===== src/shared/psr_pkg.sv =====
`default_nettype none
package psr_pkg;
  // Clock and energy timeout
  localparam int unsigned CLK_HZ = 10_000_000;
  localparam int unsigned ENERGY_TIMEOUT_MS = 256;
  localparam int unsigned ENERGY_TIMEOUT_CYC =
    CLK_HZ / 1000 * ENERGY_TIMEOUT_MS;

  // Register indices; byte address is four times the index
  localparam logic [7:0] IDX_SCS = 8'h1b;
  localparam logic [7:0] IDX_FLAGS = 8'h1d;
  localparam logic [7:0] IDX_MASK = 8'h1e;
  localparam logic [7:0] IDX_PSS = 8'h1f;

  // Special control/status fields
  localparam int unsigned SCS_OVERRIDE_BIT = 15;
  localparam int unsigned SCS_AUTO_EN_BIT = 14;
  localparam int unsigned SCS_STATE_BIT = 13;
  localparam int unsigned SCS_PLL_LOCK_BIT = 10;
  localparam int unsigned SCS_POL_BIT = 4;
  localparam logic [15:0] SCS_RW_MASK = 16'hffe0;
  localparam logic [15:0] SCS_RST = 16'h0000;

  // Interrupt flag positions
  localparam int unsigned FLG_ENERGY = 7;
  localparam int unsigned FLG_AN_DONE = 6;
  localparam int unsigned FLG_REM_FAULT = 5;
  localparam int unsigned FLG_LINK_DOWN = 4;
  localparam int unsigned FLG_PARTNER_ACK = 3;
  localparam int unsigned FLG_PD_FAULT = 2;
  localparam int unsigned FLG_PAGE_RX = 1;
  localparam logic [15:0] MASK_RW_MASK = 16'h00ff;
  localparam logic [7:0] MASK_RST = 8'h00;

  // PHY special status fields
  localparam int unsigned PSS_DONE_BIT = 12;
  localparam int unsigned PSS_SPEED_LSB = 2;
  localparam logic [15:0] PSS_RW_MASK = 16'h0fe0;
  localparam logic [6:0] PSS_RSVD_RST = 7'h02;

  // AXI responses
  localparam logic [1:0] RESP_OKAY = 2'h0;
  localparam logic [1:0] RESP_DECERR = 2'h3;

  // Word address match against a register index
  function automatic logic psr_hit(logic [31:0] a, logic [7:0] idx);
    return a[31:2] == {22'h0, idx};
  endfunction : psr_hit

  // Byte-lane write merge limited to writable bits
  function automatic logic [15:0] psr_merge(logic [15:0] old,
      logic [15:0] wd, logic [1:0] strb, logic [15:0] rw);
    logic [15:0] lanes;
    lanes = {{8{strb[1]}}, {8{strb[0]}}} & rw;
    return (old & ~lanes) | (wd & lanes);
  endfunction : psr_merge
endpackage : psr_pkg
`default_nettype wire


===== src/core/psr_energy_timer.sv =====
`default_nettype none
module psr_energy_timer #(
  parameter int unsigned TIMEOUT_CYC = psr_pkg::ENERGY_TIMEOUT_CYC
) (
  // Clock and reset
  input wire logic aclk,
  input wire logic aresetn,
  // Line energy seen, one-cycle pulse
  input wire logic energy_seen,
  // Energy detected level
  output logic energy_detected
);
  import psr_pkg::*;

  localparam int unsigned CW = $clog2(TIMEOUT_CYC + 1);
  localparam logic [CW-1:0] LAST = CW'(TIMEOUT_CYC - 1);

  logic [CW-1:0] count_q, count_d;
  logic det_q, det_d;

  // Quiet-time counter; drops the level after the timeout
  always_comb begin
    count_d = count_q;
    det_d = det_q;
    if (energy_seen) begin
      count_d = '0;
      det_d = 1'b1;
    end else if (det_q) begin
      if (count_q == LAST) begin
        det_d = 1'b0;
        count_d = '0;
      end else begin
        count_d = count_q + CW'(1);
      end
    end
  end

  // Hardware reset sets the level; soft reset is not seen here
  always_ff @(posedge aclk) begin
    if (!aresetn) begin
      count_q <= '0;
      det_q <= 1'b1;
    end else begin
      count_q <= count_d;
      det_q <= det_d;
    end
  end

  assign energy_detected = det_q;
endmodule : psr_energy_timer
`default_nettype wire


===== src/core/psr_regs.sv =====
// Notes on behaviour
// - Override clear: strap pin alone decides automatic crossover.
// - Auto enable bit acts only with override set; 0 means manual.
// - Manual mode: state 0 no crossover, state 1 pairs swapped.
// - Reference-lock bit holds 10M receive PLL on reference clock.
// - Read-only receive polarity bit, 1 reversed, resets to 0.
// - Low four bits of control/status ignore writes, read zero.
// - Flags latch on energy, negotiation complete, remote fault.
// - Link-down flag latches while link is negated, also at reset.
// - Flags latch on partner ack, detection fault, page received.
// - Mask bits 7:0 read-write, reset 0, upper bits read zero.
// - Read-only negotiation done bit, resets to 0.
// - Three-bit read-only resolved speed and duplex in bits 4:2.
// - Energy level falls after 256 ms quiet; hardware reset sets it.
`default_nettype none
module psr_regs #(
  parameter int unsigned ENERGY_TIMEOUT = psr_pkg::ENERGY_TIMEOUT_CYC
) (
  // Clock, reset, soft reset pulse
  input wire logic aclk,
  input wire logic aresetn,
  input wire logic soft_reset,
  // AXI4-Lite write address and data
  input wire logic [31:0] awaddr,
  input wire logic [2:0] awprot,
  input wire logic awvalid,
  output logic awready,
  input wire logic [31:0] wdata,
  input wire logic [3:0] wstrb,
  input wire logic wvalid,
  output logic wready,
  // AXI4-Lite write response
  output logic [1:0] bresp,
  output logic bvalid,
  input wire logic bready,
  // AXI4-Lite read
  input wire logic [31:0] araddr,
  input wire logic [2:0] arprot,
  input wire logic arvalid,
  output logic arready,
  output logic [31:0] rdata,
  output logic [1:0] rresp,
  output logic rvalid,
  input wire logic rready,
  // Strap pin, asynchronous
  input wire logic crossover_strap_pin,
  // Datapath status, same clock
  input wire logic line_energy_seen,
  input wire logic autoneg_done,
  input wire logic remote_fault,
  input wire logic link_up,
  input wire logic partner_ack,
  input wire logic parallel_detect_fault,
  input wire logic page_received,
  input wire logic rx_polarity_reversed,
  input wire logic [2:0] resolved_speed_duplex,
  // Control toward the datapath
  output logic mdix_auto_en,
  output logic mdix_crossover,
  output logic rx_pll_reference_lock,
  // Interrupt request
  output logic irq
);
  import psr_pkg::*;

  // Bus state
  logic aw_have_q, aw_have_d, w_have_q, w_have_d;
  logic [31:0] awaddr_q, awaddr_d, wdata_q, wdata_d;
  logic [1:0] wstrb_q, wstrb_d;
  logic awready_q, awready_d, wready_q, wready_d;
  logic bvalid_q, bvalid_d, arready_q, arready_d, rvalid_q, rvalid_d;
  logic [1:0] bresp_q, bresp_d, rresp_q, rresp_d;
  logic [31:0] rdata_q, rdata_d;
  logic aw_fire, w_fire, ar_fire, do_write, wr_hit, rd_hit;
  logic [31:0] rd_word;

  // Register state
  logic [15:5] scs_q, scs_d;
  logic [7:0] flags_q, flags_d, mask_q, mask_d, flag_set, flag_clr;
  logic [6:0] pss_rsvd_q, pss_rsvd_d;
  logic pol_q, done_q, done_prev_q, energy_prev_q;
  logic [2:0] spd_q;
  logic [15:0] scs_m, mask_m, pss_m;
  logic energy_detected;

  // Strap synchroniser and outputs
  logic strap_s1_q, strap_s2_q;
  logic auto_q, auto_d, xover_q, xover_d, lock_q, irq_q, irq_d;

  psr_energy_timer #(
    .TIMEOUT_CYC(ENERGY_TIMEOUT)
  ) u_energy (
    .aclk(aclk),
    .aresetn(aresetn),
    .energy_seen(line_energy_seen),
    .energy_detected(energy_detected)
  );

  // Handshakes and decode
  assign aw_fire = awvalid && awready_q;
  assign w_fire = wvalid && wready_q;
  assign ar_fire = arvalid && arready_q;
  assign do_write = aw_have_q && w_have_q;
  assign wr_hit = psr_hit(awaddr_q, IDX_SCS) ||
    psr_hit(awaddr_q, IDX_FLAGS) || psr_hit(awaddr_q, IDX_MASK) ||
    psr_hit(awaddr_q, IDX_PSS);
  assign rd_hit = psr_hit(araddr, IDX_SCS) ||
    psr_hit(araddr, IDX_FLAGS) || psr_hit(araddr, IDX_MASK) ||
    psr_hit(araddr, IDX_PSS);

  // Read data mux; low nibble and reserved tops read zero
  always_comb begin
    rd_word = 32'h0000_0000;
    if (psr_hit(araddr, IDX_SCS)) begin
      rd_word[15:0] = {scs_q, pol_q, 4'h0};
    end else if (psr_hit(araddr, IDX_FLAGS)) begin
      rd_word[7:0] = flags_q;
    end else if (psr_hit(araddr, IDX_MASK)) begin
      rd_word[7:0] = mask_q;
    end else if (psr_hit(araddr, IDX_PSS)) begin
      rd_word[15:0] = {3'h0, done_q, pss_rsvd_q, spd_q, 2'h0};
    end
  end

  // AXI channel next state
  always_comb begin
    aw_have_d = aw_have_q || aw_fire;
    w_have_d = w_have_q || w_fire;
    awaddr_d = aw_fire ? awaddr : awaddr_q;
    wdata_d = w_fire ? wdata : wdata_q;
    wstrb_d = w_fire ? wstrb[1:0] : wstrb_q;
    bvalid_d = bvalid_q && !bready;
    bresp_d = bresp_q;
    if (do_write) begin
      bvalid_d = 1'b1;
      bresp_d = wr_hit ? RESP_OKAY : RESP_DECERR;
      aw_have_d = 1'b0;
      w_have_d = 1'b0;
    end
    awready_d = !aw_have_d && !bvalid_d;
    wready_d = !w_have_d && !bvalid_d;
    rvalid_d = rvalid_q && !rready;
    rdata_d = rdata_q;
    rresp_d = rresp_q;
    if (ar_fire) begin
      rvalid_d = 1'b1;
      rdata_d = rd_word;
      rresp_d = rd_hit ? RESP_OKAY : RESP_DECERR;
    end
    arready_d = !rvalid_d;
  end

  always_ff @(posedge aclk) begin
    if (!aresetn) begin
      aw_have_q <= 1'b0;
      w_have_q <= 1'b0;
      awaddr_q <= 32'h0000_0000;
      wdata_q <= 32'h0000_0000;
      wstrb_q <= 2'h0;
      awready_q <= 1'b0;
      wready_q <= 1'b0;
      bvalid_q <= 1'b0;
      bresp_q <= RESP_OKAY;
      arready_q <= 1'b0;
      rvalid_q <= 1'b0;
      rdata_q <= 32'h0000_0000;
      rresp_q <= RESP_OKAY;
    end else begin
      aw_have_q <= aw_have_d;
      w_have_q <= w_have_d;
      awaddr_q <= awaddr_d;
      wdata_q <= wdata_d;
      wstrb_q <= wstrb_d;
      awready_q <= awready_d;
      wready_q <= wready_d;
      bvalid_q <= bvalid_d;
      bresp_q <= bresp_d;
      arready_q <= arready_d;
      rvalid_q <= rvalid_d;
      rdata_q <= rdata_d;
      rresp_q <= rresp_d;
    end
  end

  // Flag sources; link-down is a level so it re-latches after a clear
  assign flag_set = {energy_detected && !energy_prev_q,
    done_q && !done_prev_q, remote_fault, !link_up,
    partner_ack, parallel_detect_fault, page_received, 1'b0};

  // Register file next state
  always_comb begin
    scs_m = psr_merge({scs_q, 5'h00}, wdata_q[15:0], wstrb_q,
      SCS_RW_MASK);
    mask_m = psr_merge({8'h00, mask_q}, wdata_q[15:0], wstrb_q,
      MASK_RW_MASK);
    pss_m = psr_merge({4'h0, pss_rsvd_q, 5'h00}, wdata_q[15:0], wstrb_q,
      PSS_RW_MASK);
    scs_d = scs_q;
    mask_d = mask_q;
    pss_rsvd_d = pss_rsvd_q;
    flag_clr = 8'h00;
    if (ar_fire && psr_hit(araddr, IDX_FLAGS)) begin
      flag_clr = 8'hff;
    end
    if (do_write) begin
      if (psr_hit(awaddr_q, IDX_SCS)) begin
        scs_d = scs_m[15:5];
      end
      if (psr_hit(awaddr_q, IDX_MASK)) begin
        mask_d = mask_m[7:0];
      end
      if (psr_hit(awaddr_q, IDX_PSS)) begin
        pss_rsvd_d = pss_m[11:5];
      end
      if (psr_hit(awaddr_q, IDX_FLAGS) && wstrb_q[0]) begin
        flag_clr = flag_clr | wdata_q[7:0];
      end
    end
    // Set wins over a clear in the same cycle
    flags_d = (flags_q & ~flag_clr) | flag_set;
    if (soft_reset) begin
      scs_d = {SCS_RST[15:11], scs_q[SCS_PLL_LOCK_BIT], SCS_RST[9:5]};
      mask_d = MASK_RST;
      pss_rsvd_d = PSS_RSVD_RST;
      flags_d = flag_set;
    end
  end

  always_ff @(posedge aclk) begin
    if (!aresetn) begin
      scs_q <= SCS_RST[15:5];
      mask_q <= MASK_RST;
      pss_rsvd_q <= PSS_RSVD_RST;
      flags_q <= 8'h00;
      pol_q <= 1'b0;
      done_q <= 1'b0;
      done_prev_q <= 1'b0;
      energy_prev_q <= 1'b1;
      spd_q <= 3'h0;
    end else begin
      scs_q <= scs_d;
      mask_q <= mask_d;
      pss_rsvd_q <= pss_rsvd_d;
      flags_q <= flags_d;
      pol_q <= rx_polarity_reversed;
      done_q <= autoneg_done;
      done_prev_q <= done_q;
      energy_prev_q <= energy_detected;
      spd_q <= resolved_speed_duplex;
    end
  end

  // Crossover resolution and interrupt
  always_comb begin
    if (!scs_q[SCS_OVERRIDE_BIT]) begin
      auto_d = strap_s2_q;
      xover_d = 1'b0;
    end else begin
      auto_d = scs_q[SCS_AUTO_EN_BIT];
      xover_d = !scs_q[SCS_AUTO_EN_BIT] &&
        scs_q[SCS_STATE_BIT];
    end
    irq_d = |(flags_q & mask_q);
  end

  always_ff @(posedge aclk) begin
    if (!aresetn) begin
      strap_s1_q <= 1'b0;
      strap_s2_q <= 1'b0;
      auto_q <= 1'b0;
      xover_q <= 1'b0;
      lock_q <= 1'b0;
      irq_q <= 1'b0;
    end else begin
      strap_s1_q <= crossover_strap_pin;
      strap_s2_q <= strap_s1_q;
      auto_q <= auto_d;
      xover_q <= xover_d;
      lock_q <= scs_q[SCS_PLL_LOCK_BIT];
      irq_q <= irq_d;
    end
  end

  assign awready = awready_q;
  assign wready = wready_q;
  assign bvalid = bvalid_q;
  assign bresp = bresp_q;
  assign arready = arready_q;
  assign rvalid = rvalid_q;
  assign rdata = rdata_q;
  assign rresp = rresp_q;
  assign mdix_auto_en = auto_q;
  assign mdix_crossover = xover_q;
  assign rx_pll_reference_lock = lock_q;
  assign irq = irq_q;
endmodule : psr_regs
`default_nettype wire


===== config.mk =====
export PLATFORM = sky130hd
export DESIGN_NAME = psr_regs
export DESIGN_NICKNAME = d
export VERILOG_FILES = /design/src/shared/psr_pkg.sv /design/src/core/psr_energy_timer.sv /design/src/core/psr_regs.sv
export SDC_FILE = /design/constraint.sdc
export NUM_CORES = 1
export LEC_CHECK = 0
export BUFFER_PORTS_ARGS = -buffer_cell sky130_fd_sc_hd__buf_4
export CAP_MARGIN = 0
export CORE_MARGIN = 10
export CORE_UTILIZATION = 39
export DETAILED_ROUTE_END_ITERATION = 12
export GPL_TIMING_DRIVEN = 0
export PLACE_DENSITY_LB_ADDON = 0.2
export RECOVER_POWER = 100
export SLEW_MARGIN = 10
export SYNTH_ARGS = -nofsm -noshare
export SYNTH_HDL_FRONTEND = slang
export SYNTH_SLANG_ARGS = --single-unit

===== constraint.sdc =====
create_clock -name aclk -period 2.16 [get_ports aclk]
set_input_delay 0.432 -clock aclk [delete_from_list [all_inputs] [get_ports aclk]]
set_output_delay 0.432 -clock aclk [all_outputs]
set_load 0.05 [all_outputs]

Word-level counts from Yosys, hierarchy flattened --
Cells that the tools add are included.
Word-level totals: register bits 147, bits of input ports 126, output and inout port bits 45, word-level logic and storage cells 120
Operators by class: add/subtract/negate cells 1, equal/unequal tests 9, multiplexer cells 20, bitwise operators 19, reductions and logical operators 39
Operators with widths (number):
- $eq 30x5->1 const B | 8
- $mux 8 | 7
- $and 16x16->16 | 2
- $and 8x8->8 | 4
- $and 12x12->12 | 2
- $or 8x8->8 | 3
- $add 22x1->22 const B | 1
- $eq 22x22->1 const B | 1
- $mux 22 | 1
- $mux 16 | 1
- $not 16->16 | 1
- $not 8->8 | 2
- $or 16x16->16 | 1
- $logic_and 1x1->1 | 13
- $mux 13 | 1
- $not 12->12 | 1
- $or 12x12->12 | 1
- $logic_not 1->1 | 10
- $logic_or 1x1->1 | 8
- $reduce_and 2->1 | 4
- $reduce_or 8->1 | 1
- $mux 1 | 7
- $mux 5 | 1
- $mux 2 | 2
- other kinds (3) | 5

Longest topological paths before layout --
Gate-level depths: netlist of run 1.
depth in word-level cells 10, gate-level depth with buffers 6, depth with buffers taken out 6

By module --
Synthesis of run 1 repeated with hierarchy kept, for this count alone.
Unflattened totals: cell total of the unflattened synthesis 687, area total of the unflattened synthesis 6027.0 um2
Modules (own cells, without submodules):
- psr_regs | times used 1, cells an instance 553, area an instance 4902.2 um2, seq. area each 2402.3 um2
- psr_energy_timer | times used 1, cells an instance 134, area an instance 1124.8 um2, seq. area each 460.4 um2

Least setup slack after synthesis of run 1 --
Ideal clock, no wire load.
path kind input -> register, start point in araddr[26], end point reg flags_q[1], setup time 0.117 ns, arrival 1.973 ns, data required time 2.043 ns, path slack 0.069 ns, cell stages on the path 5, buffers on the path 0, path through nor4_1 -> nand4_1 -> or3_1 -> o31a_1 -> a32o_1
Between the ends: longest elaborated chain between the ends 10
Ends and longest elaborated chain:
- from (decl) | line psr_regs.sv:37 | input wire logic [31:0] araddr,
- $eq 30x5->1 * | line psr_pkg.sv:47 | return a[31:2] == {22'h0, idx};
- $logic_and 1x1->1 * | line psr_regs.sv:202 | if (ar_fire && psr_hit(araddr, IDX_FLAGS)) begin
- $mux 8 * | line psr_regs.sv:202
- $or 8x8->8 | line psr_regs.sv:216 | flag_clr = flag_clr | wdata_q[7:0];
- $mux 8 | line psr_regs.sv:215 | if (psr_hit(awaddr_q, IDX_FLAGS) && wstrb_q[0]) begin
- $mux 8 * | line psr_regs.sv:205 | if (do_write) begin
- $not 8->8 * | line psr_regs.sv:220 | flags_d = (flags_q & ~flag_clr) | flag_set;
- $and 8x8->8 * | line psr_regs.sv:220
- $or 8x8->8 * | line psr_regs.sv:220
- $mux 8 * | line psr_regs.sv:221 | if (soft_reset) begin
- to (signal assigned) | line psr_regs.sv:244 | flags_q <= flags_d;
- to (decl) | line psr_regs.sv:79 | logic [7:0] flags_q, flags_d, mask_q, mask_d, flag_set, flag_clr;
Every way passes the cells marked *; elsewhere a longest branch is shown, timed or not. A chain may end at the register's enable or synchronous reset.

Worst setup path in the final report of run 1 --
start point reg u_energy.count_q[13], end point reg u_energy.count_q[18]
Between the ends: longest elaborated chain between the ends 2, elaborated cells between the ends (all ways) 3, those cells by class add/sub: 1; eq/ne: 1; mux: 1
Ends and longest elaborated chain:
- from (decl) | line psr_energy_timer.sv:18 | logic [CW-1:0] count_q, count_d;
- from (signal assigned) | line psr_energy_timer.sv:44 | count_q <= count_d;
- $add 22x1->22 / $eq 22x22->1 (equally long branches) | line psr_energy_timer.sv:33, psr_energy_timer.sv:29
- $mux 22 * | line psr_energy_timer.sv:29 | if (count_q == LAST) begin
Marked as above.

==> reports/metrics.cfg, run 1 <==
[outcome]
run_status=completed

[global_routing]
antenna_found_initial=0
met3_usage_pct=5.61
grt_pass1_vias=5326
met2_usage_pct=28.4
grt_first_pass_wirelength_mm=27.0
overflow=0
grt_use_met1_pct=19.4
grt_usage_pct=16.8
grt-busiest-layer=met2
grt_max_degree=17

[synthesis]
synthAdderAreaFrac_pct=0.210
synth-edff-count=0
synth-simple-area-share_pct=26.3
syn_inst=672
synthMuxAreaShare_pct=4.75
synth_top_family_by_area=simple AND/OR/NAND/NOR gates
synth-seq-cells=143
synth_compound_area_share_pct=13.0
syn_area_um2=5950
ys_types=51
ys_async_sr_fraction_pct=0
ys_warn_count=0
yosys_most_used_dff=dfxtp_1
avgSynthCellArea_um2=8.85
yosysSeqAreaShare_pct=48.1
synth_xor_area_share_pct=2.80

[setup_path]
crit_path_start_kind=flip-flop
cp_num_buf_inv=1
critPathSlowestCell=or4b_1
slowest_delay_ps=550
path_cells=or4b_1 -> nor4_2 -> nand4_1 -> o21bai_4 -> clkbuf_4 -> nor2_1
critPathKind=flip-flop to flip-flop
critPathMaxFanout=10
r2r-end=u_energy.count_q[18]$_SDFFE_PP0P_
cp.required_ps=2480
r2r_start=u_energy.count_q[13]$_SDFFE_PP0P_
cp_top_family=simple AND/OR/NAND/NOR gates
r2r_cells=6
arrival_ps=2350
r2r_slack_ps=130
cp-end-kind=flip-flop

[cells_and_area]
multi_input_area_um2=2940
fillCellCount=1443
layout.nets=968
num_antenna_cells=0
finalCoreUtilization_pct=52.1
regArea_um2=2860
drive_above_1_share_pct=22.1
syn_to_final_growth_pct=32.2

[sta]
fmax_ghz=0.492
worst_slew_pin_slew_ps=823
hold_viol_final=0
fin_crit_sh_pct=94.0
worst_slew_margin_rel_pct=44.6
min_period_ps=2030
skew_ps=11.6
setup_viol=0
slew_viol_final=0

[clock_network]
cts-root-buf=clkbuf_16
cts_sinks=143
clock_path_buffers=2
clk_latency_ps=430
ctsHoldBuffers=0
htreeDepth=4
cts_tree=yes
path_clk_slew_ps=60
cts_buffers=17

[drt]
drt_iter0_drc=303
wire_per_inst_um=16.7
first_pass_iters=6
drc=0
vias=5344
ant_nets=0
drt-total-wl_mm=17.4
vias_per_cell=5.13

[power_and_ir_drop]
leakagePower_uw=0.00296
clkPwrFrac_pct=47.6
pwr_density_cell_nw_per_um2=821
swShare_pct=25.5
seqPwrFrac_pct=43.0
ir_drop_uv=575
total_power_uw=6460
p_switching_uw=1650
internal-power_uw=4820
pwr-share-comb_pct=9.4

[floorplan]
die-area_um2=20600
placementRows=45
ios=171
chipWidth_um=144
die_h_um=144
start_util_pct=39.4
coreArea_um2=15100

[placed_design]
hpwlAfterDp_mm=13.4
portBuffers=126
place.gp.congestion=0.863

[hold_path]
holdPathEnd=flags_q[4]$_SDFF_PN0_
worstHoldStart=link_up
holdPathStages=2
min_path_type=input pin to flip-flop

[job]
max_cap_violations=0

[synthesized netlist by cell type, types with 2 or more instances]
| library cell | number | area, um2 |
|---|---|---|
| dfxtp_1 | 143 | 2860 |
| nand2_1 | 131 | 492 |
| nor2_1 | 65 | 244 |
| a21oi_1 | 60 | 300 |
| mux2i_1 | 26 | 260 |
| clkbuf_1 | 24 | 90.1 |
| buf_4 | 18 | 135 |
| and2_1 | 17 | 106 |
| o21ai_0 | 17 | 85.1 |
| xor2_1 | 13 | 114 |
| nand2b_1 | 11 | 68.8 |
| nand3_1 | 11 | 55.1 |
| nand4_1 | 11 | 68.8 |
| a22oi_1 | 10 | 75.1 |
| nor3_1 | 10 | 50.1 |
| a221oi_1 | 9 | 78.8 |
| nor4_1 | 8 | 50.1 |
| nor4_2 | 8 | 100 |
| inv_1 | 7 | 26.3 |
| xnor2_1 | 6 | 52.6 |
| a31o_2 | 5 | 43.8 |
| a32o_1 | 5 | 50.1 |
| buf_1 | 5 | 18.8 |
| nor4_4 | 5 | 106 |
| o2bb2ai_1 | 5 | 43.8 |
| o21a_1 | 4 | 30.0 |
| and3_1 | 3 | 18.8 |
| and4_1 | 3 | 26.3 |
| nor4b_1 | 3 | 26.3 |
| a21o_1 | 2 | 15.0 |
| and4bb_2 | 2 | 25.0 |
| buf_2 | 2 | 10.0 |
| mux2_2 | 2 | 22.5 |
| nand4_4 | 2 | 42.5 |
| nor2b_1 | 2 | 12.5 |
| or3_1 | 2 | 12.5 |
[cells by family (layout without fill, tap and decap cells)]
| family | count (synthesis) | count (layout) |
|---|---|---|
| simple gates | 301 | 301 |
| flops | 143 | 143 |
| compound gates | 123 | 123 |
| buf+inv | 56 | 223 |
| mux | 28 | 28 |
| xor+xnor | 19 | 19 |
| fa+ha+maj | 1 | 1 |
| other cells | 1 | 16 |
[cell type report]
type	instances	share of cell area, %
inverters	7	0.334
clock inverters	15	2.50
plain buffers	49	3.26
repair buffers	135	11.7
clock buffers	17	5.41
multi-input cells	488	37.4
flip-flops and latches	143	36.4
well taps	188	2.99
[per-stage QoR]
stage	setup TNS [ps]	setup slack, ps	instances	area, um2	hold WS [ps]
2_1_floorplan	0	69.3	687	6000	412
6_report	0	129	1042	7870	197
3_5_place_dp	-11360	-535	1001	7190	419
5_1_grt	-25.8	-10.8	1042	7870	184
4_1_cts	-6.42	-6.42	1035	7900	188
3_3_place_gp	-8990	-452	1001	7190	415
[cell usage in the layout (no fill, tap or decap), types with 6 or more instances in the layout]
cell type | Yosys | routed
and2_0 | 0 | 7
xnor2_1 | 6 | 6
dfxtp_1 | 143 | 143
inv_1 | 7 | 7
xor2_1 | 13 | 13
nor4_2 | 8 | 7
o21ai_0 | 17 | 17
a21oi_1 | 60 | 60
nor4_4 | 5 | 9
clkbuf_16 | 0 | 17
conb_1 | 1 | 16
buf_4 | 18 | 119
and2_1 | 17 | 10
nand2_1 | 131 | 131
a22oi_1 | 10 | 10
nor3_1 | 10 | 10
a221oi_1 | 9 | 9
nand4_1 | 11 | 11
nor2_1 | 65 | 65
nand3_1 | 11 | 11
inv_6 | 0 | 6
nand2b_1 | 11 | 11
mux2i_1 | 26 | 26
clkbuf_1 | 24 | 55
[worst max path at each step]
stage | slack [ps] | depth (start not counted) | start | endpoint
final | 130 | 6 | u_energy.count_q[13]$_SDFFE_PP0P_ | u_energy.count_q[18]$_SDFFE_PP0P_
after global routing | -10 | 6 | u_energy.count_q[13]$_SDFFE_PP0P_ | u_energy.count_q[10]$_SDFFE_PP0P_
after CTS | -6 | 6 | araddr[26] | flags_q[6]$_SDFF_PN0_
after detailed placement | -530 | 6 | araddr[26] | rdata[4]$_SDFFE_PN0P_
after global placement | -450 | 6 | araddr[26] | rdata[7]$_SDFFE_PN0P_
after floorplan | 70 | 5 | araddr[26] | flags_q[1]$_SDFF_PN0_
[power groups by stage]
stage	Sequential [uW]	Clock, uW	Combinational, uW
3_3_place_gp	2830	0	609
2_1_floorplan	2870	0	318
5_1_grt	2790	3250	662
4_1_cts	2780	3120	624
6_report	2780	3080	608
3_5_place_dp	2840	0	619
[repair_timing]
| item | in CTS | in global routing |
|---|---|---|
| resized for setup | 9 | 3 |
| pin swaps | 3 | 10 |
| setup endpoints to repair | 44 | 48 |
| buffers inserted | 2 | 7 |
| endpoints found under the hold margin | 0 | 0 |
| cloned | 0 | 0 |
[metal layers]
metal / up-vias / wire [um]
met5: - / 0
met4: 0 / 383
met3: 32 / 1020
met2: 136 / 8710
met1: 2519 / 7290
li1: 2657 / -
Note: power is estimated with default switching activity, not from simulation.
==> inputs of run 2 (changes only) <==
GPL_TIMING_DRIVEN = unset   (was 0)
==> run 2 against run 1 <==
Net effect: die area is the same; sequential share of layout area grew 1.5 points; worst setup slack gained 59 ps; combinational power down 7.4%; utilization down 2.1 points; register-to-register slack improved by 60 ps; count of clock-buffer cells in the layout up 3; critical path depth did not move; non-clock buffer count shrank 28; wire length shrank 6.1%; final area is 4.0% lower; critical endpoint is now flags_q[5]$_SDFF_PN0_; highest routed layer unchanged.
==> reports/metrics.cfg, run 2 (same netlist as run 1, synthesis figures left out) <==
[cells_and_area]
drive_above_1_share_pct=21.1
layout.nets=940
fillCellCount=1478
final_cells=1014
final_cell_mix=dfxtp_1, nand2_1, buf_4, nor2_1, a21oi_1
final_common_cell=dfxtp_1
syn_to_final_growth_pct=27.0
finalCoreUtilization_pct=50.0
num_antenna_cells=0

[global_routing]
antenna_found_initial=0
grt_first_pass_wirelength_mm=26.2
grt_max_degree=48
grt_usage_pct=16.1
overflow=0
grt_pass1_vias=5317

[sta]
slew_viol_final=0
min_period_ps=1970
setup_viol=0
hold_viol_final=0
rsz0062_at_grt=no
worst_slew_pin_slew_ps=935
worst_slew_margin_rel_pct=37.7
fmax_ghz=0.507
skew_ps=6.53
setup_slack_ps=188
fin_crit_sh_pct=91.3

[setup_path]
arrival_ps=2280
r2r_cells=6
critPathMaxFanout=8
cp.required_ps=2470
r2r-end=flags_q[5]$_SDFF_PN0_
r2r_slack_ps=190
crit_path_start_kind=flip-flop
r2r_start=awaddr_q[13]$_SDFFE_PN0P_
cp-end-kind=flip-flop
critPathKind=flip-flop to flip-flop

[clock_network]
path_clk_slew_ps=60
cts_sinks=143
cts_setup_buffers=0
htreeDepth=4
cts_tree=yes
cts-root-buf=clkbuf_16
cts_buffers=17
post_cts_resized=0
clk_latency_ps=420
ctsHoldBuffers=0
clock_path_buffers=2

[floorplan]
placementRows=45
start_util_pct=39.4
die-area_um2=20600
die_h_um=144
ios=171
chipWidth_um=144
coreArea_um2=15100

[drt]
wire_per_inst_um=16.1
vias=5127
drt_iter0_drc=247
vias_per_cell=5.06
ant_nets=0
drt-total-wl_mm=16.3
drc=0
first_pass_iters=4

[placed_design]
place.gp.congestion=0.824
portBuffers=126
dp.cells=982
hpwlAfterDp_mm=12.5
dp_slack_ps=-81.4

[hold_path]
min_path_type=input pin to flip-flop
worstHoldStart=link_up
holdPathEnd=flags_q[4]$_SDFF_PN0_
holdPathStages=2

[outcome]
run_status=completed

[power_and_ir_drop]
ir_drop_uv=582
leakagePower_uw=0.00275
pwr_density_cell_nw_per_um2=804

[job]
max_cap_violations=0

## run 2: cell count changes in the layout (fill, tap and decap cells not counted), sizes merged
cell / delta
buf: -12
bufinv: -2
clkinv: +2
clkinvlp: +2
clkbuf: -13
inv: -5
## run 2: metal layers
| metal | wire, um | up-vias | global-route usage, % |
|---|---|---|---|
| li1 | - | 2589 | - |
| met1 | 6770 | 2413 | 17.6 |
| met2 | 8500 | 109 | 28.8 |
| met3 | 895 | 16 | 5.31 |
| met4 | 170 | 0 | 5.00 |
| met5 | 0 | - | 0 |
## run 2: critical path, cell delays in order, from the launching register on
cell      delay (ps)
dfxtp_1          320
nor4_2           400
nand4_4          250
nor4_2           290
clkbuf_2         250
nand2_1           90
a32o_1           270
## run 2: worst max-delay path by stage
| stage | start | endpoint | slack, ps | cells after the start |
|---|---|---|---|---|
| 6_report | awaddr_q[13]$_SDFFE_PN0P_ | flags_q[5]$_SDFF_PN0_ | 190 | 6 |
| 5_1_grt | araddr[18] | rdata[14]$_SDFFE_PN0P_ | 60 | 8 |
| 4_1_cts | u_energy.count_q[13]$_SDFFE_PP0P_ | u_energy.count_q[4]$_SDFFE_PP0P_ | 90 | 6 |
| 3_5_place_dp | araddr[26] | flags_q[5]$_SDFF_PN0_ | -80 | 6 |
| 3_3_place_gp | araddr[26] | flags_q[3]$_SDFF_PN0_ | -30 | 6 |
| 2_1_floorplan | araddr[26] | flags_q[1]$_SDFF_PN0_ | 70 | 5 |
## run 2: stage by stage
step	power (uW)	area, um2	setup TNS [ps]	hold WS, ps
after floorplan	3190	6000	0	412
after global placement	3410	7180	-135	416
after detailed placement	3420	7180	-437	432
after CTS	6160	7720	0	191
after global routing	6310	7550	0	201
final	6070	7550	0	204
## run 2: cell type report
cell class	instances	area, um2	area share, %
inverter	7	26.3	0.348
tap	188	235	3.11
sequential	143	2860	37.9
timing repair buffer	156	1030	13.7
clock inverter	12	113	1.49
multi-input combinational	488	2850	37.7
clock buffer	20	437	5.78
## run 2: report_power, final
group | internal (uW) | switching (uW)
Clock | 1590 | 1150
Combinational | 224 | 339
Sequential | 2720 | 61.0
==> inputs of run 3 (changes only) <==
CTS_CLUSTER_SIZE = 28   (was unset)
SKIP_LAST_GASP = 1   (was unset)
clock period = 1.7 ns   (was 2.16 ns; I/O delays follow)
==> run 3 against run 2 <==
Net effect: the run now ends with negative setup slack left; total power up 49%; combinational power up 37%; fmax up 5.5%; worst setup slack worse by 360 ps; first-iteration DRC count up 26%; register-to-register slack worse by 360 ps; final area up 10%; via count up 3.1%; utilization up 5.1 points; largest power group is now clock.
==> reports/metrics.cfg, run 3 (same netlist as run 1, synthesis figures left out) <==
[global_routing]
grt_usage_pct=16.0
antenna_found_initial=0
grt_pass1_vias=5344
overflow=0
grt_max_degree=64
grt_first_pass_wirelength_mm=26.5

[floorplan]
start_util_pct=39.4
placementRows=45
die_h_um=144
ios=171
coreArea_um2=15100
die-area_um2=20600
chipWidth_um=144

[setup_path]
critPathKind=flip-flop to flip-flop
cp-end-kind=flip-flop
critPathMaxFanout=8
crit_path_start_kind=flip-flop
arrival_ps=2190
r2r_slack_ps=-170
cp.required_ps=2020

[power_and_ir_drop]
ir_drop_uv=924
pwr_density_cell_nw_per_um2=1090
leakagePower_uw=0.00323
total_power_uw=9040

[cells_and_area]
final_common_cell=buf_4
syn_to_final_growth_pct=39.8
final_cell_mix=buf_4, dfxtp_1, nand2_1, a21oi_1, nor2_1
drive_above_1_share_pct=32.0
layout.nets=966
num_antenna_cells=0
finalCoreUtilization_pct=55.1
fillCellCount=1379

[clock_network]
clk_latency_ps=420
htreeDepth=4
cts_tree=yes
cts_buffers=17
cts_sinks=143
clock_path_buffers=2
path_clk_slew_ps=60
cts-root-buf=clkbuf_16

[sta]
worst_slew_margin_rel_pct=35.3
fin_crit_sh_pct=110
min_period_ps=1870
hold_viol_final=0
rsz0062_at_grt=yes
slew_viol_final=0
worst_slew_pin_slew_ps=969
setup_viol=53
fmax_ghz=0.535
setup_slack_ps=-169
skew_ps=6.17

[outcome]
run_status=finished with violations
violations=negative setup slack

[hold_path]
min_path_type=input pin to flip-flop

[placed_design]
portBuffers=126
hpwlAfterDp_mm=12.0
place.gp.congestion=0.832

[drt]
drc=0
vias_per_cell=5.08
first_pass_iters=4
drt_iter0_drc=311
wire_per_inst_um=15.8
vias=5286
drt-total-wl_mm=16.4
ant_nets=0

[job]
max_cap_violations=0

run 3: changes by cell type in the layout (fill, tap and decap cells not counted), moves of 4 or more:
cell,change
clkbuf_1,-36
buf_4,+26
clkbuf_2,+23
nor2_1,-11
nor4_4,+11
dfxtp_1,-9
dfxtp_2,+9
nor2_2,+9
bufinv_16,+8
nor4_1,-8
clkinvlp_4,-5
buf_6,+4
run 3: final cells by class:
type | count | area (um2) | share of cell area, %
Clock buffer | 19 | 453 | 5.45
Clock inverter | 13 | 305 | 3.67
Inverter | 7 | 26.3 | 0.316
Multi-Input combinational cell | 488 | 3080 | 37.1
Sequential cell | 143 | 2870 | 34.6
Tap cell | 188 | 235 | 2.83
Timing Repair Buffer | 182 | 1340 | 16.1
run 3: path summary, 6_finish.rpt:
kind	endpoint	cells past startpoint	start
max	flags_q[3]$_SDFF_PN0_	6	awaddr_q[19]$_SDFFE_PN0P_
min	flags_q[4]$_SDFF_PN0_	2	link_up
max reg2reg	flags_q[3]$_SDFF_PN0_	6	awaddr_q[19]$_SDFFE_PN0P_
min reg2reg	strap_s2_q$_SDFF_PN0_	1	strap_s1_q$_SDFF_PN0_
run 3: per-stage QoR:
stage,hold WS [ps],instances,setup WS [ps],area [um2],setup TNS (ps)
2_1_floorplan,412,687,-272,6090,-6370
3_3_place_gp,428,998,-305,7410,-10470
5_1_grt,110,1040,-250,8320,-10820
4_1_cts,88.0,1038,-191,8300,-4960
6_report,102,1040,-169,8320,-5150
3_5_place_dp,425,998,-350,7410,-11310
run 3: worst max-delay path, stage by stage, from the launching register on:
cell and delay [ps]:
dfxtp_2 330, nor4_4 350, nand4_4 210, nor4_2 350, buf_4 210, nand2_1 60, a32o_1 250
run 3: per-layer routing:
metal | vias up | wire length, um | GRT usage [%]
met5 | - | 0 | 0
met4 | 0 | 244 | 5.86
met3 | 21 | 1290 | 5.28
met2 | 145 | 7710 | 26.0
met1 | 2476 | 7130 | 19.3
li1 | 2644 | - | -
run 3: what timing repair did:
| item | 4_1_cts | 5_1_grt |
|---|---|---|
| pin swaps | 10 | 17 |
| setup endpoints to repair | 53 | 84 |
| hold endpoints to repair | 0 | 0 |
| resized for setup | 15 | 32 |
| hold buffers | 0 | 0 |
| buffers inserted | 8 | 1 |
| gates cloned | 0 | 2 |
run 3: where the power goes:
group | internal, uW | switching (uW) | leakage (uW) | total, uW
logic | 320 | 454 | 0.00169 | 774
registers | 3450 | 77.4 | 0.00117 | 3530
clock network | 3290 | 1440 | 0.000368 | 4730
